`src/rtl/bp_defines.vh`:
```
// constants for the block transmission protocol framer
`ifndef BP_DEFINES_VH
`define BP_DEFINES_VH
// pcb fields (bit n of the printed layout is index n-1)
`define BP_PCB_BLKNUM 0
`define BP_PCB_FIX2 1
`define BP_PCB_NAD 2
`define BP_PCB_CID 3
`define BP_PCB_CHAIN 4
`define BP_PCB_ACK 4
`define BP_PCB_I_MASK 8'hE2
`define BP_PCB_I_VAL 8'h02
`define BP_PCB_R_MASK 8'hE6
`define BP_PCB_R_VAL 8'hA2
`define BP_PCB_S_MASK 8'hC7
`define BP_PCB_S_VAL 8'hC2
`define BP_S_DESELECT 2'b00
`define BP_CID_PWR_MASK 8'hC0
// response indicators and error codes
`define BP_IND_OK 8'h00
`define BP_IND_ERR 8'h01
`define BP_ERR_BLKNUM 8'h10
`define BP_ERR_LOCKED 8'h11
`define BP_ERR_WRLOCK 8'h12
// crc
`define BP_CRC_INIT 16'hFFFF
`define BP_CRC_POLY 16'h8408
// frame sizes
`define BP_MAXLEN 6'd32
`define BP_MAXLEN_W 6
`define BP_MIN_FRAME 6'd3
`endif

```
`src/rtl/bp_skid.v`:
```
// two-entry buffer in the response byte path
`timescale 1ns/1ps
module bp_skid (
	input wire clk_i,
	input wire rst_i,
	input wire [8:0] in_data_i,
	input wire in_valid_i,
	output wire in_ready_o,
	output wire [8:0] out_data_o,
	output wire out_valid_o,
	input wire out_ready_i
);
	reg [8:0] mem_reg [0:1];
	reg wr_ptr_reg;
	reg rd_ptr_reg;
	reg [1:0] cnt_reg;
	wire push;
	wire pop;

	assign in_ready_o = (cnt_reg != 2'd2);
	assign out_valid_o = (cnt_reg != 2'd0);
	assign out_data_o = mem_reg[rd_ptr_reg];
	assign push = in_valid_i & in_ready_o;
	assign pop = out_valid_o & out_ready_i;

	// pointers and fill count; data array needs no reset
	always @(posedge clk_i) begin
		if (rst_i) begin
			wr_ptr_reg <= 1'b0;
			rd_ptr_reg <= 1'b0;
			cnt_reg <= 2'd0;
		end else begin
			if (push) begin
				wr_ptr_reg <= ~wr_ptr_reg;
			end
			if (pop) begin
				rd_ptr_reg <= ~rd_ptr_reg;
			end
			if (push & ~pop) begin
				cnt_reg <= cnt_reg + 2'd1;
			end else if (pop & ~push) begin
				cnt_reg <= cnt_reg - 2'd1;
			end
		end
	end

	always @(posedge clk_i) begin
		if (push) begin
			mem_reg[wr_ptr_reg] <= in_data_i;
		end
	end
endmodule // bp_skid

```
`src/rtl/bp_block_framer.v`:
```
// block transmission protocol framer: decode requests, build responses
`timescale 1ns/1ps
`include "bp_defines.vh"
module bp_block_framer (
	input wire CLK_SYS_I,
	input wire SYS_RST_I,
	// received frame bytes, crc included
	input wire [7:0] RX_DATA_I,
	input wire RX_VALID_I,
	input wire RX_EOF_I,
	// state control from the network layer
	input wire ACTIVATE_I,
	input wire [3:0] CID_I,
	// command interface to the memory engine
	output reg CMD_VALID_O,
	output reg [7:0] CMD_CODE_O,
	output reg [7:0] CMD_PARAM0_O,
	output reg [5:0] CMD_LEN_O,
	input wire CMD_KNOWN_I,
	input wire CMD_DONE_I,
	input wire CMD_ERR_I,
	input wire [7:0] CMD_ERR_CODE_I,
	input wire [7:0] RSP_DATA_I,
	input wire RSP_VALID_I,
	input wire RSP_LAST_I,
	output reg RSP_READY_O,
	// transmit byte stream, crc appended
	output reg [7:0] TX_DATA_O,
	output reg TX_VALID_O,
	output reg TX_LAST_O,
	input wire TX_READY_I,
	output reg ACTIVE_O,
	output reg DESELECT_O
);
	// ***********************************************************
	// state encoding
	// ***********************************************************
	localparam ST_IDLE = 6'b000001;
	localparam ST_CMD = 6'b000010;
	localparam ST_HDR = 6'b000100;
	localparam ST_BODY = 6'b001000;
	localparam ST_CRCL = 6'b010000;
	localparam ST_CRCH = 6'b100000;

	reg [5:0] state_reg;
	reg [5:0] state_next;
	reg [7:0] rx_buf [0:31];
	reg [5:0] rx_cnt_reg;
	reg [15:0] rx_crc_reg;
	reg [15:0] tx_crc_reg;
	reg blk_num_reg;
	reg rsp_cid_reg;
	reg [7:0] last_rsp [0:31];
	reg [5:0] last_len_reg;
	reg have_last_reg;
	reg [5:0] hdr_idx_reg;
	reg replay_reg;
	reg err_reg;
	reg [7:0] err_code_reg;
	reg [5:0] wr_len_reg;

	// crc-16-ccitt, reflected, one byte
	function [15:0] crc_byte;
		input [15:0] crc;
		input [7:0] data;
		integer k;
		reg [15:0] c;
		begin
			c = crc ^ {8'h00, data};
			for (k = 0; k < 8; k = k + 1) begin
				c = c[0] ? ((c >> 1) ^ `BP_CRC_POLY) : (c >> 1);
			end
			crc_byte = c;
		end
	endfunction

	// pcb class check, used by the frame decode
	function pcb_is;
		input [7:0] pcb;
		input [7:0] mask;
		input [7:0] val;
		begin
			pcb_is = ((pcb & mask) == val);
		end
	endfunction

	// ***********************************************************
	// receive side
	// ***********************************************************
	wire [7:0] pcb = rx_buf[0];
	wire [7:0] cid_byte = rx_buf[1];
	wire has_cid = pcb[`BP_PCB_CID];
	wire is_i = pcb_is(pcb, `BP_PCB_I_MASK, `BP_PCB_I_VAL);
	wire is_r = pcb_is(pcb, `BP_PCB_R_MASK, `BP_PCB_R_VAL);
	wire is_s = pcb_is(pcb, `BP_PCB_S_MASK, `BP_PCB_S_VAL);
	// crc residue of an intact frame including its inverted crc
	wire crc_ok = (rx_crc_reg == 16'hF0B8);
	// cid byte must name us with zero power bits; no cid needs id zero
	wire cid_ok = has_cid ?
		(((cid_byte & `BP_CID_PWR_MASK) == 8'h00) &&
		(cid_byte[3:0] == CID_I)) : (CID_I == 4'd0);
	// prologue: pcb then optional cid, nad never accepted
	wire [5:0] pro_len = has_cid ? 6'd2 : 6'd1;
	wire [5:0] info_len = rx_cnt_reg - pro_len - 6'd2;
	wire frame_ok = RX_EOF_I && ACTIVE_O && crc_ok && cid_ok &&
		(rx_cnt_reg >= pro_len + 6'd2) && (state_reg == ST_IDLE);
	wire i_ok = is_i && !pcb[`BP_PCB_CHAIN] && !pcb[`BP_PCB_NAD] &&
		(info_len != 6'd0);
	wire r_nak = is_r && pcb[`BP_PCB_ACK];
	wire s_desel = is_s && (pcb[5:4] == `BP_S_DESELECT);
	// a nak with the same block number asks for the last reply again
	wire do_replay = frame_ok && r_nak && have_last_reg &&
		(pcb[`BP_PCB_BLKNUM] == blk_num_reg);

	// frame capture; frames over 31 bytes are clipped and fail crc
	always @(posedge CLK_SYS_I) begin
		if (SYS_RST_I || RX_EOF_I) begin
			rx_cnt_reg <= 6'd0;
			rx_crc_reg <= `BP_CRC_INIT;
		end else if (RX_VALID_I && rx_cnt_reg != `BP_MAXLEN - 6'd1) begin
			rx_buf[rx_cnt_reg[4:0]] <= RX_DATA_I;
			rx_cnt_reg <= rx_cnt_reg + 6'd1;
			rx_crc_reg <= crc_byte(rx_crc_reg, RX_DATA_I);
		end
	end

	// protocol state: active/halt held here
	always @(posedge CLK_SYS_I) begin
		if (SYS_RST_I) begin
			ACTIVE_O <= 1'b0;
			DESELECT_O <= 1'b0;
		end else begin
			DESELECT_O <= 1'b0;
			if (ACTIVATE_I) begin
				ACTIVE_O <= 1'b1;
			end else if (frame_ok && s_desel) begin
				// no s-block reply is produced here, so no info field
				ACTIVE_O <= 1'b0;
				DESELECT_O <= 1'b1;
			end
		end
	end
	// ***********************************************************
	// response build through the two-entry buffer
	// ***********************************************************
	reg [8:0] bf_in_reg;
	reg bf_valid_reg;
	wire bf_ready;
	wire [8:0] bf_out;
	wire bf_out_valid;
	wire bf_pop = bf_out_valid && (!TX_VALID_O || TX_READY_I);
	wire bf_push = bf_valid_reg && bf_ready;

	bp_skid u_skid (
		.clk_i(CLK_SYS_I),
		.rst_i(SYS_RST_I),
		.in_data_i(bf_in_reg),
		.in_valid_i(bf_valid_reg),
		.in_ready_o(bf_ready),
		.out_data_o(bf_out),
		.out_valid_o(bf_out_valid),
		.out_ready_i(bf_pop)
	);

	// header byte by index: pcb, cid, then indicator and error code
	reg [7:0] hdr_byte;
	wire [7:0] ind_byte = err_reg ? `BP_IND_ERR : `BP_IND_OK;
	always @* begin
		hdr_byte = 8'h00;
		case (hdr_idx_reg)
		6'd0: hdr_byte = {4'h0, rsp_cid_reg, 2'b01, blk_num_reg};
		6'd1: hdr_byte = rsp_cid_reg ? {4'h0, CID_I} : ind_byte;
		6'd2: hdr_byte = rsp_cid_reg ? ind_byte : err_code_reg;
		default: hdr_byte = err_code_reg;
		endcase
	end
	wire [5:0] hdr_len = (rsp_cid_reg ? 6'd3 : 6'd2) +
		(err_reg ? 6'd1 : 6'd0);
	// main sequencer
	always @* begin
		state_next = state_reg;
		case (state_reg)
		ST_IDLE: begin
			if (do_replay) begin
				state_next = ST_BODY;
			end else if (frame_ok && is_i && i_ok && cid_ok) begin
				state_next = ST_CMD;
			end
		end
		ST_CMD: begin
			if (!CMD_KNOWN_I) begin
				state_next = ST_IDLE;
			end else if (CMD_DONE_I) begin
				state_next = ST_HDR;
			end
		end
		ST_HDR: begin
			if (bf_push && hdr_idx_reg == hdr_len - 6'd1) begin
				state_next = err_reg ? ST_CRCL : ST_BODY;
			end
		end
		ST_BODY: begin
			if (replay_reg) begin
				if (bf_push && hdr_idx_reg == last_len_reg - 6'd1) begin
					state_next = ST_CRCL;
				end
			end else if (RSP_VALID_I && RSP_READY_O && RSP_LAST_I) begin
				state_next = ST_CRCL;
			end
		end
		ST_CRCL: begin
			if (bf_push) begin
				state_next = ST_CRCH;
			end
		end
		ST_CRCH: begin
			if (bf_push) begin
				state_next = ST_IDLE;
			end
		end
		default: state_next = ST_IDLE;
		endcase
	end

	// byte to push in the next cycle, crc tracking, reply copy
	always @(posedge CLK_SYS_I) begin
		if (SYS_RST_I) begin
			state_reg <= ST_IDLE;
			bf_valid_reg <= 1'b0;
			bf_in_reg <= 9'h000;
			hdr_idx_reg <= 6'd0;
			tx_crc_reg <= `BP_CRC_INIT;
			blk_num_reg <= 1'b0;
			rsp_cid_reg <= 1'b0;
			have_last_reg <= 1'b0;
			replay_reg <= 1'b0;
			err_reg <= 1'b0;
			err_code_reg <= 8'h00;
			last_len_reg <= 6'd0;
			wr_len_reg <= 6'd0;
			CMD_VALID_O <= 1'b0;
			CMD_CODE_O <= 8'h00;
			CMD_PARAM0_O <= 8'h00;
			CMD_LEN_O <= 6'd0;
			RSP_READY_O <= 1'b0;
		end else begin
			state_reg <= state_next;
			CMD_VALID_O <= 1'b0;
			RSP_READY_O <= 1'b0;
			if (bf_push) begin
				bf_valid_reg <= 1'b0;
			end
			case (state_reg)
			ST_IDLE: begin
				hdr_idx_reg <= 6'd0;
				tx_crc_reg <= `BP_CRC_INIT;
				if (do_replay) begin
					replay_reg <= 1'b1;
				end else if (state_next == ST_CMD) begin
					replay_reg <= 1'b0;
					blk_num_reg <= pcb[`BP_PCB_BLKNUM];
					rsp_cid_reg <= has_cid;
					CMD_VALID_O <= 1'b1;
					CMD_CODE_O <= rx_buf[pro_len[4:0]];
					CMD_PARAM0_O <= rx_buf[pro_len[4:0] + 5'd1];
					CMD_LEN_O <= info_len;
				end
			end
			ST_CMD: begin
				err_reg <= CMD_ERR_I;
				err_code_reg <= CMD_ERR_CODE_I;
				if (!CMD_KNOWN_I) begin
					have_last_reg <= 1'b0;
				end
			end
			ST_HDR: begin
				if (!bf_valid_reg || bf_push) begin
					bf_in_reg <= {1'b0, hdr_byte};
					bf_valid_reg <= 1'b1;
					tx_crc_reg <= crc_byte(tx_crc_reg, hdr_byte);
					last_rsp[hdr_idx_reg[4:0]] <= hdr_byte;
					hdr_idx_reg <= hdr_idx_reg + 6'd1;
					wr_len_reg <= hdr_idx_reg + 6'd1;
					if (hdr_idx_reg == hdr_len - 6'd1) begin
						hdr_idx_reg <= 6'd0;
					end
				end
			end
			ST_BODY: begin
				if (replay_reg) begin
					if (!bf_valid_reg || bf_push) begin
						bf_in_reg <= {1'b0, last_rsp[hdr_idx_reg[4:0]]};
						bf_valid_reg <= 1'b1;
						tx_crc_reg <= crc_byte(tx_crc_reg,
							last_rsp[hdr_idx_reg[4:0]]);
						hdr_idx_reg <= hdr_idx_reg + 6'd1;
					end
				end else begin
					// stall the memory engine while the buffer is full
					RSP_READY_O <= bf_ready && !bf_valid_reg;
					if (RSP_VALID_I && RSP_READY_O) begin
						bf_in_reg <= {1'b0, RSP_DATA_I};
						bf_valid_reg <= 1'b1;
						RSP_READY_O <= 1'b0;
						tx_crc_reg <= crc_byte(tx_crc_reg, RSP_DATA_I);
						last_rsp[wr_len_reg[4:0]] <= RSP_DATA_I;
						wr_len_reg <= wr_len_reg + 6'd1;
					end
				end
			end
			ST_CRCL: begin
				if (!bf_valid_reg || bf_push) begin
					bf_in_reg <= {1'b0, ~tx_crc_reg[7:0]};
					bf_valid_reg <= 1'b1;
					if (!replay_reg) begin
						last_len_reg <= wr_len_reg;
						have_last_reg <= 1'b1;
					end
				end
			end
			ST_CRCH: begin
				if (!bf_valid_reg || bf_push) begin
					bf_in_reg <= {1'b1, ~tx_crc_reg[15:8]};
					bf_valid_reg <= 1'b1;
				end
			end
			default: bf_valid_reg <= 1'b0;
			endcase
		end
	end

	// transmit output register; bit 8 of a buffer word marks the last byte
	always @(posedge CLK_SYS_I) begin
		if (SYS_RST_I) begin
			TX_DATA_O <= 8'h00;
			TX_VALID_O <= 1'b0;
			TX_LAST_O <= 1'b0;
		end else if (bf_pop) begin
			TX_DATA_O <= bf_out[7:0];
			TX_VALID_O <= 1'b1;
			TX_LAST_O <= bf_out[8];
		end else if (TX_READY_I) begin
			TX_VALID_O <= 1'b0;
			TX_LAST_O <= 1'b0;
		end
	end
endmodule // bp_block_framer

```
`config.mk`:
```
export PLATFORM = sky130hd
export DESIGN_NAME = bp_block_framer
export DESIGN_NICKNAME = d
export VERILOG_FILES = /design/src/rtl/bp_skid.v /design/src/rtl/bp_block_framer.v
export VERILOG_INCLUDE_DIRS = /design/src /design/src/rtl
export SDC_FILE = /design/constraint.sdc
export NUM_CORES = 1
export LEC_CHECK = 0
export BUFFER_PORTS_ARGS = -buffer_cell sky130_fd_sc_hd__buf_2
export CAP_MARGIN = 20
export CORE_ASPECT_RATIO = 0.6
export CORE_MARGIN = 5
export CORE_UTILIZATION = 62
export DETAILED_ROUTE_END_ITERATION = 12
export PLACE_DENSITY = 0.77
export RECOVER_POWER = 25
export SLEW_MARGIN = 20
export SYNTH_ARGS = -nofsm -noshare
export SYNTH_HDL_FRONTEND = slang
export SYNTH_HIERARCHICAL = 1
export SYNTH_SLANG_ARGS = --single-unit
```
`constraint.sdc`:
```
create_clock -name CLK_SYS_I -period 4.5 [get_ports CLK_SYS_I]
set_clock_uncertainty 0.05 [all_clocks]
set_input_delay 0.675 -clock CLK_SYS_I [delete_from_list [all_inputs] [get_ports CLK_SYS_I]]
set_output_delay 0.675 -clock CLK_SYS_I [all_outputs]
set_load 0.1 [all_outputs]
```
After elaboration in Yosys (flattened, before gate mapping)
Memories as Yosys holds them, arrays and structs flattened. A register that Yosys moved wholly into a read port is not among the register bits. Cells that the tools add are included.

Register bits: 109. Latch bits: 0. Memory bits (writable): 530. Memory bits (read-only): 0. Output and inout bits: 36. Memories: 3.

Memory list: last_rsp (depth 32, width 8, rd ports 1, clocked after memory_dff 1, wr ports 1, RTL line bp_block_framer.v:53) `reg [7:0] last_rsp [0:31];`; rx_buf (depth 32, width 8, rd ports 4, clocked after memory_dff 2, wr ports 1, RTL line bp_block_framer.v:47) `reg [7:0] rx_buf [0:31];`; u_skid.mem_reg (depth 2, width 9, rd ports 1, clocked after memory_dff 1, wr ports 1, RTL line bp_skid.v:13) `reg [8:0] mem_reg [0:1];`.

Add/sub/neg operators: 12. $mul: 0. Div/mod/pow operators: 0. Order comparisons: 1. Equal/unequal tests: 30. Shift-type cells: 0. Multiplexer cells: 113. Bitwise logic cells: 50. Reductions and logical operators: 61.

Operator list (count): $mux 16 (36); $mux 6 (16); $not 2->3 (32); $xor 16x8->16 (4); $mux 9 (6); $pmux 16 s3 (1); $mux 1 (37); $pmux 6 s6 (1); $pmux 9 s4 (1); $logic_and 1x1->1 (26); $pmux 8 s3 (1); $mux 5 (4); $ne 2x2->1 const B (10); $add 6x1->6 const B (3); $eq 6x2->1 const B (3); $pmux 6 s3 (1); $eq 16x16->1 const B (1); $mux 8 (2); $not 8->8 (2); $reduce_and 4->1 (4); $reduce_bool 2->1 (7); $eq 6x1->1 const B (2); $eq 6x6->1 (2); $pmux 6 s2 (1); 42 further kinds (64).

Logic depth before layout (Yosys ltp)
Gate-level depths: netlist (run 1).

Depth after elaboration: 22. Gate-level depth with buffers: 17. Depth with buffers taken out: 13.

Modules after synthesis
Netlist (run 1), hierarchy kept.

By module, submodules not included: bp_block_framer (instances 1, cells each 1462, area an instance 18405.2 um^2, sequential area each 11170.7 um^2); bp_skid (instances 1, cells each 52, area an instance 869.6 um^2, sequential area each 640.6 um^2).

Least setup slack after synthesis (run 1)
No wires, ideal clock.

Kind: register -> register. Start point: memory rx_buf[0][3]. End point: register CMD_CODE_O[0] (read register of rx_buf). Data arrival time: 3843 ps. Slack: 479 ps. Cell stages (with the launch flop): 18. Path buffers: 5. Clock period less this slack: 4021 ps. Cell sequence: edfxtp_1 -> clkbuf_1 -> buf_1 -> inv_1 -> ha_1 -> inv_1 -> ha_1 -> inv_1 -> fa_1 -> xor2_1 -> nor4_1 -> a211o_1 -> or4_1 -> clkbuf_1 -> buf_2 -> buf_2 -> a21oi_1 -> nor2_1.

RTL lines: start: declaration (RTL line bp_block_framer.v:47); end: declaration (RTL line bp_block_framer.v:16) `output reg [7:0] CMD_CODE_O,`.

Worst setup path after layout (run 1)
Start point: register state_reg[4]. End point: memory last_rsp[27][1] (enable).

Word-level cells in the longest chain between the ends: 6.

Ends and longest elaborated chain: start: declaration (RTL line bp_block_framer.v:45) `reg [5:0] state_reg;`; start signal: assignment (RTL line bp_block_framer.v:247) `state_reg <= state_next;`; $eq 6x4->1 (RTL line bp_block_framer.v:253) `case (state_reg)`; $mux 1 (RTL line bp_block_framer.v:253); $mux 1 (RTL line bp_block_framer.v:227) `if (SYS_RST_I) begin`; $mux 1 (implied by the code) (RTL line bp_block_framer.v:306) `last_rsp[wr_len_reg[4:0]] <= RSP_DATA_I;`; $reduce_or 8->1 (no source line); $mux 5 (no source line) or $mux 1 (tied branches); end: declaration (RTL line bp_block_framer.v:53).

Several ways; a longest one is shown, not always the timed one.

==> key figures, run 1 <==
Logic synthesis
  • Count leader, synth: edfxtp_1
  • Cells after synthesis: roughly 1.5k
  • Netlist Area Pre-Place: roughly 0.019 mm^2
  • Post-synth top cells: edfxtp_1, nor2_1, nand2_1
  • Synth top area cells: edfxtp_1, dfxtp_1, mux4_2, nor2_1, mux2i_1
  • Synth top area share: between 40% and 50%
  • Seq/Total Area, Yosys: between 60% and 70%
  • Top_reg_cell synth: edfxtp_1
  • Count of cell types in the netlist: 74
  • Mean Syn Cell Area: approximately 13 um^2
  • FF+latch count, synth: 437
  • Async set or reset register ratio after synthesis: 0%
  • Biggest area consumer among synthesized cells: edfxtp_1
  • Syn Nets: roughly 1.6k
  • Number of synthesized flops with an enable pin: between 300 and 400
  • Synth warn: 6

Clocking
  • Post-CTS setup buffer count: 0
  • CTS Buffer Depth: 3
  • H-tree depth: 2
  • TritonCTS buffer count: 39
  • Clock Latency Late Sink: between 0.5 and 0.6 ns
  • Worst-path clk slew: 0.07 ns
  • Total clock sinks: approximately 440
  • CTS tree: built
  • CTS root buffer: clkbuf_16
  • PostCTS Resize Cnt: 0
  • Hold_buf cts: 0

GRT
  • All-layer global routing usage: 27.7%
  • Grt ovf: 0
  • Antenna violations before repair: 1
  • Vias in the first global route: 12.4k
  • Largest net degree at the start of global routing: 52
  • First-pass GRT wire length: between 70 and 80 mm

Timing
  • Tightest Pin Transition: ~1.8 ns
  • Final setup vio count: 0
  • Slew margin rel.: -20.4%
  • Final hold viol count: 0
  • Setup TNS: 0 ns
  • Final period util: 94.7%
  • F_max: around 230 MHz
  • Slew Viols, Final: between 60 and 70
  • Minimum clock period: 4.26 ns
  • Unrepaired setup endpoints after global routing: false

Flow run
  • Maxcap violations: 2

Detailed routing
  • DR DRC count: 0
  • Metal-1 WL: between 20 and 25 mm
  • WL/cell: ~24 um
  • Drt initial violations: about 1.8k
  • Via Count: ~13k
  • Routed Antenna Nets: 0
  • Drt first pass iters: 5
  • Met2 WL post-DR: roughly 20 mm
  • Vias per cell: 6.39
  • Drt total wl: approximately 48 mm
  • Highest routed layer: met5
  • WL met3: about 5.6 mm

Finish
  • Multi-input logic area: a little over 0.007 mm^2
  • Ant. Diodes: 0
  • Fin cells: around 2k
  • Max FFs per register: about 260
  • Register area: approximately 0.012 mm^2
  • Fill cells: between 2k and 2.5k
  • Final-stage net count: 1,649
  • Area growth, synth to finish: 10.7%
  • Layout cells sized above 1: between 10% and 20%

Power
  • Worst vdd rail ir drop: 0.000333 V
  • Total power draw: between 0.007 and 0.008 W
  • Pleak: between 6 and 7 nW
  • P per Cell Area: roughly 360 mW/mm^2

Placed design
  • Placed cells: just under 2k
  • Post-DP HPWL: between 30 and 40 mm
  • RePlAce Congestion: just under 1
  • PortBufs: 74

Setup path
  • Worst Path Class, Setup: flip-flop to flip-flop
  • Critical path arrival: 4.39 ns
  • Req. time, crit path: ~4.6 ns
  • Setup crit start kind: flip-flop
  • Worst setup EP type: flip-flop
  • Largest driver fanout on the critical path: 16

Floorplanning
  • Overall die area: roughly 0.035 mm^2
  • Chip Height: ~150 um
  • Row count: 50
  • IO Count: 75
  • Die Span X: roughly 240 um
  • Initial core utilization: 62.4%
  • Core area: between 0.03 and 0.04 mm^2

Status
  • Outcome: complete, but fails checks
  • Failing checks: max-capacitance violations, max-slew violations

Hold path
  • HP Class: primary input to flip-flop
==> layout make-up <==
cell class                 count  share of cell area (%)
multi-input combinational    970                    33.0
clock buffer                  46                    4.74
inverter                      28                   0.493
timing repair buffer         115                    2.96
tap                          416                    2.44
sequential                   437                    55.4
clock inverter                23                   0.985
==> placed cells by master (no fill, tap or decap), types with 8 or more instances in the layout <==
| master | synthesis | layout |
|---|---|---|
| buf_2 | 21 | 29 |
| o221ai_1 | 8 | 8 |
| a211oi_1 | 21 | 21 |
| a22oi_1 | 18 | 18 |
| xor2_1 | 36 | 36 |
| nor2_1 | 176 | 171 |
| nor4_1 | 8 | 8 |
| and2_1 | 13 | 13 |
| a21oi_1 | 94 | 94 |
| edfxtp_1 | 306 | 306 |
| nand3_1 | 26 | 26 |
| nor2b_1 | 12 | 12 |
| mux2_2 | 16 | 16 |
| clkbuf_1 | 47 | 54 |
| xnor2_1 | 62 | 62 |
| nand3b_1 | 14 | 14 |
| mux2i_1 | 65 | 65 |
| nor3_1 | 17 | 18 |
| clkbuf_16 | 0 | 39 |
| nand2b_1 | 8 | 8 |
| ha_1 | 17 | 17 |
| nand4_1 | 9 | 9 |
| buf_4 | 3 | 36 |
| clkinv_1 | 2 | 15 |
| mux4_2 | 45 | 45 |
| o211ai_1 | 26 | 26 |
| nand2_1 | 138 | 138 |
| o22ai_1 | 13 | 13 |
| o21ai_0 | 32 | 29 |
| inv_1 | 25 | 25 |
| dfxtp_1 | 131 | 128 |
==> layer usage <==
layer | up-vias | track usage [%]
li1 | 5774 | -
met1 | 6438 | 44.6
met2 | 695 | 38.0
met3 | 92 | 7.38
met4 | 2 | 5.91
met5 | - | 0
==> cells by family (layout without fill, tap and decap cells) <==
logic type / count (synthesis) / after routing / share of synthesized area [%]
and+or+nand+nor: 450 / 450 / 10.5
DFF: 437 / 437 / 61.3
AOI/OAI and AO/OA: 263 / 263 / 8.76
muxes: 135 / 135 / 10.7
buffers and inverters: 107 / 212 / 2.44
xor gates and xnor gates: 103 / 103 / 4.99
adders and majority gates: 19 / 19 / 1.31
==> metrics by stage <==
stage	setup slack (ns)	hold slack (ns)	util (%)	cell area, um^2
CTS	0.339	0.299	69.2	21400
global route	0.0340	0.314	69.0	21300
finish	0.238	0.319	69.0	21300
global placement	0.460	0.388	65.2	20200
floorplan	0.479	0.375	-	19300
detailed placement	0.396	0.395	65.3	20200
==> power breakdown <==
group | switching, W | internal [W] | leakage, nW
clock | 0.00146 | 0.00184 | 0.596
sequential | 0.0000120 | 0.00426 | 3.51
combinational | 0.000114 | 0.0000668 | 2.48
total | 0.00158 | 0.00617 | 6.59
==> critical path, stage by stage (launching register included) <==
cell and delay, ns:
dfxtp_1 0.39, or4_1 0.60, nor3b_2 0.62, nand3_1 0.58, a21boi_0 0.41, nor2_1 0.09, a31oi_1 0.71, nor2_1 0.44
==> path summary, 6_finish.rpt <==
check	cells after the start	slack, ns	startpoint	to
setup / recovery	7	0.24	state_reg[4]	last_rsp[27][1]
setup reg to reg	7	0.24	state_reg[4]	last_rsp[27][1]
hold reg to reg	2	0.41	TX_DATA_O[6]	TX_DATA_O[6]
hold / removal	3	0.32	CMD_ERR_CODE_I[5]	err_code_reg[5]
(Power assumes the default switching activity.)
==> inputs of run 2 (changes only) <==
Clock period 4.5 ns to 4.62 ns, I/O delays scaled along.
==> key figures, run 2 (synthesis results as in run 1) <==
Finish
  • Area growth, synth to finish: 11.2%
  • Layout cells sized above 1: between 10% and 20%
  • Multi-input logic area: 0.00702 mm^2
  • Fill cells: 2,208
  • Max FFs per register: between 200 and 300
  • Register area: between 0.01 and 0.015 mm^2
  • Ant. Diodes: 0
  • Final-stage net count: ~1.6k
  • Most common cell after layout, fill and taps aside: edfxtp_1
  • Commonest non-fill, non-tap cells in the layout: edfxtp_1, nor2_1, nand2_1

Clocking
  • PostCTS Resize Cnt: 0
  • CTS root buffer: clkbuf_16
  • Worst-path clk slew: 0.07 ns
  • H-tree depth: 2
  • TritonCTS buffer count: 40
  • CTS Buffer Depth: 3
  • CTS tree: built
  • Clock Latency Late Sink: 0.55 ns
  • Post-CTS setup buffer count: 0
  • Total clock sinks: 437
  • Hold_buf cts: 0

Detailed routing
  • Routed Antenna Nets: 0
  • WL/cell: ~24 um
  • Vias per cell: about 6.4
  • Drt first pass iters: 7
  • Drt total wl: a little under 50 mm
  • Via Count: roughly 13k
  • DR DRC count: 0
  • Drt initial violations: around 1.6k

Timing
  • Unrepaired setup endpoints after global routing: false
  • Final period util: ~87%
  • Final worst slack: 0.585 ns
  • Minimum clock period: about 4.0 ns
  • F_max: 248 MHz
  • Setup TNS: 0 ns
  • Final setup vio count: 0
  • Tightest Pin Transition: about 3.8 ns
  • Final hold viol count: 0
  • Slew margin rel.: -153%
  • Slew Viols, Final: 111

Placed design
  • PortBufs: 74
  • RePlAce Congestion: between 0.9 and 1
  • Post-DP HPWL: about 33 mm
  • Pre-CTS WS: 0.709 ns

GRT
  • Met3 Track Usage GR: between 10% and 20%
  • Vias in the first global route: between 10k and 15k
  • First-pass GRT wire length: roughly 74 mm
  • Grt ovf: 0
  • Largest net degree at the start of global routing: 78
  • Most Used Layer, Global Route: met1
  • Met1 usage: 43.1%
  • GR Util met2: roughly 37%
  • All-layer global routing usage: a little over a quarter
  • Antenna violations before repair: 0

Setup path
  • Largest driver fanout on the critical path: 34
  • Critical path arrival: around 4.5 ns
  • Worst Path Class, Setup: flip-flop to flip-flop
  • Req. time, crit path: a little over 5 ns
  • Worst setup EP type: flip-flop
  • Setup crit start kind: flip-flop

Floorplanning
  • IO Count: between 70 and 80
  • Row count: 50
  • Initial core utilization: 62.4%
  • Overall die area: 0.0348 mm^2
  • Core area: 0.0309 mm^2
  • Chip Height: around 150 um
  • Die Span X: around 240 um

Power
  • P per Cell Area: between 300 and 400 mW/mm^2
  • Pleak: around 6.6 nW
  • Worst vdd rail ir drop: 0.000292 V

Status
  • Failing checks: max-capacitance violations, max-slew violations
  • Outcome: complete, but fails checks

Flow run
  • Maxcap violations: 2

Hold path
  • HP Class: primary input to flip-flop
## run 2: final cells by class
cell class                      count  area share [%]
Sequential cell                   437            55.1
Multi-Input combinational cell    970            32.8
Clock buffer                       52            5.12
Timing Repair Buffer              109            2.80
Tap cell                          416            2.43
Clock inverter                     21            1.27
Inverter                           28           0.490
## run 2: worst paths after layout
check	start	end	slack (ns)	cells after the start
worst max-delay path	flip-flop	tx_crc_reg[9]	0.59	10
worst min-delay path	CMD_ERR_CODE_I[3]	err_code_reg[3]	0.34	3
worst min register to register	TX_DATA_O[6]	TX_DATA_O[6]	0.41	2
worst max register to register	flip-flop	tx_crc_reg[9]	0.59	10
## run 2: worst max-delay path, cell delays in order (launching register included)
cell,delay (ns)
dfxtp_2,0.67
buf_12,0.31
mux4_2,0.57
nor2_1,0.26
nor3_1,0.11
a211oi_1,0.35
o41a_1,0.36
xor3_1,0.54
xor2_1,0.20
a2111o_1,0.43
nand4_1,0.08
## run 2: metal layers
layer / vias up / part of all wire (%)
li1: 5772 / -
met1: 6320 / 44
met2: 735 / 41
met3: 81 / 13
met4: 2 / 1.8
met5: - / 0.27
## run 2: where the power goes
group,internal [W],switching [W],total (W)
Sequential,0.00415,0.0000126,0.00416
Clock,0.00202,0.00147,0.00350
Combinational,0.0000658,0.000108,0.000174
Total,0.00624,0.00159,0.00783
## run 2: through the flow
stage	area, um^2	hold slack, ns	std cells	total power, W	util, %
after floorplan	19300	0.375	1514	0.00436	-
after global placement	20100	0.390	1960	0.00442	65.1
after detailed placement	20100	0.396	1960	0.00442	65.1
after CTS	21500	0.327	2033	0.00786	69.6
after global routing	21400	0.352	2033	0.00805	69.4
final	21400	0.336	2033	0.00783	69.4
==> inputs of run 3 (changes only) <==
Settings changed: CELL_PAD_IN_SITES_DETAIL_PLACEMENT from default to 1, CELL_PAD_IN_SITES_GLOBAL_PLACEMENT from default to 1, CORE_UTILIZATION 62 to 51, PLACE_DENSITY 0.77 to 0.76.
==> key figures, run 3 (synthesis results as in run 1) <==
Status
  • Outcome: complete, but fails checks
  • Failing checks: max-capacitance violations, max-slew violations

GRT
  • Largest net degree at the start of global routing: around 60
  • All-layer global routing usage: between 20% and 30%
  • Antenna violations before repair: 2
  • First-pass GRT wire length: about 84 mm
  • Grt ovf: 0
  • Vias in the first global route: ~13k

Finish
  • Multi-input logic area: 0.00703 mm^2
  • Commonest non-fill, non-tap cells in the layout: edfxtp_1, nor2_1, nand2_1
  • Register area: around 0.012 mm^2
  • Area growth, synth to finish: 12.2%
  • Final-stage net count: between 1.5k and 2k
  • Max FFs per register: around 260
  • Fill cells: about 3.7k
  • Layout cells sized above 1: 14.1%
  • Ant. Diodes: 0
  • Most common cell after layout, fill and taps aside: edfxtp_1

Clocking
  • Total clock sinks: ~440
  • PostCTS Resize Cnt: 0
  • CTS root buffer: clkbuf_16
  • Post-CTS setup buffer count: 0
  • Worst-path clk slew: 0.06 ns
  • CTS tree: built
  • TritonCTS buffer count: 41
  • H-tree depth: 2
  • Hold_buf cts: 0
  • CTS Buffer Depth: 3
  • Clock Latency Late Sink: around 0.56 ns

Setup path
  • Worst Path Class, Setup: primary input to flip-flop
  • Reg2reg end: CMD_CODE_O[1]
  • CP cell instances: buf_4 > clkbuf_1 > nor2_1 > and4_1 > and2_0
  • R2R Setup Slk: 0.67 ns
  • Req. time, crit path: 4.78 ns
  • Critical path arrival: between 4 and 5 ns
  • Setup crit start kind: primary input
  • Crit path largest cell delay: 2.18 ns
  • Worst setup EP type: flip-flop
  • R2r startpoint: rx_cnt_reg[1]
  • Worst R2R Path Depth: 12
  • Critical path's slowest cell: clkbuf_1
  • Largest driver fanout on the critical path: 60

Detailed routing
  • DR DRC count: 0
  • Routed Antenna Nets: 0
  • Vias per cell: approximately 6
  • Drt initial violations: ~1.2k
  • Via Count: around 13k
  • Drt first pass iters: 5
  • WL/cell: approximately 26 um
  • Drt total wl: between 50 and 60 mm

Hold path
  • HP Class: primary input to flip-flop
  • Worst Hold Path EP: err_code_reg[7]
  • Worst Hold Launch: CMD_ERR_CODE_I[7]
  • Hold depth: 3

Power
  • Sequential Power Share: 54.1%
  • P per Cell Area: about 360 mW/mm^2
  • Pleak: around 6.7 nW
  • Total power draw: just under 0.008 W
  • Clock share of power: roughly 44%
  • Combinational power share: 2.3%
  • P_int: between 0.006 and 0.007 W
  • Worst vdd rail ir drop: between 0.0002 and 0.0003 V
  • Psw: roughly 0.0016 W
  • Sw Share: 20.9%

Placed design
  • RePlAce Congestion: 0.909
  • Post-DP HPWL: 38.4 mm
  • PortBufs: 74

Timing
  • Tightest Pin Transition: a little over 3 ns
  • Final period util: between 90% and 100%
  • Slew Viols, Final: between 60 and 70
  • Unrepaired setup endpoints after global routing: false
  • Final hold viol count: 0
  • Minimum clock period: between 4 and 5 ns
  • F_max: about 240 MHz
  • Slew margin rel.: -103%
  • Final setup vio count: 0
  • Setup TNS: 0 ns

Flow run
  • Maxcap violations: 1

Floorplanning
  • Chip Height: 161 um
  • IO Count: 75
  • Overall die area: 0.0419 mm^2
  • Initial core utilization: just over 50%
  • Row count: between 50 and 60
  • Core area: roughly 0.038 mm^2
  • Die Span X: about 260 um
[run 3: worst max path at each step]
stage	from	endpoint	slack [ns]	cells past startpoint
3_5_place_dp	rx_cnt_reg[1]	CMD_LEN_O[4]	0.71	13
2_1_floorplan	rx_buf[0][3]	CMD_CODE_O[0]	0.60	17
6_report	SYS_RST_I	rx_buf[0][7]	0.42	5
4_1_cts	rx_cnt_reg[1]	CMD_LEN_O[4]	0.68	13
5_1_grt	SYS_RST_I	rx_buf[0][3]	0.21	5
3_3_place_gp	RSP_VALID_I	last_rsp[3][1]	0.86	7
[run 3: power by group through the flow]
| stage | registers, W | logic [W] | clock network [W] |
|---|---|---|---|
| finish | 0.00416 | 0.000180 | 0.00335 |
| floorplan | 0.00425 | 0.000109 | 0 |
| global placement | 0.00425 | 0.000173 | 0 |
| CTS | 0.00416 | 0.000181 | 0.00341 |
| detailed placement | 0.00425 | 0.000179 | 0 |
| global route | 0.00416 | 0.000197 | 0.00359 |
[run 3: stage by stage]
stage / cell area (um^2) / setup slack [ns] / cells / utilization, % / hold slack [ns]
after CTS: 21700 / 0.682 / 2152 / 57.9 / 0.318
after global routing: 21600 / 0.208 / 2152 / 57.7 / 0.343
after global placement: 20400 / 0.857 / 2077 / 54.4 / 0.388
final: 21600 / 0.422 / 2152 / 57.7 / 0.346
after floorplan: 19300 / 0.599 / 1514 / - / 0.375
after detailed placement: 20400 / 0.709 / 2078 / 54.4 / 0.391
[run 3: layer usage]
metal	GRT usage [%]	part of all wire (%)	up-vias	wire length, um
li1	-	-	5818	-
met1	40.6	46	6741	25300
met2	37.1	42	558	23500
met3	7.72	10	78	5560
met4	5.47	1.8	0	974
met5	0	0	-	0
[run 3: area by class of cell]
type	count	share of cell area, %
Clock buffer	53	5.14
Clock inverter	21	0.856
Inverter	28	0.486
Multi-Input combinational cell	970	32.5
Sequential cell	437	54.6
Tap cell	513	2.97
Timing Repair Buffer	130	3.44
[run 3: critical path: cells and delay by family]
family                 cells  cell delay, ns
AND/OR/NAND/NOR            3            1.07
buffers and inverters      2            2.50
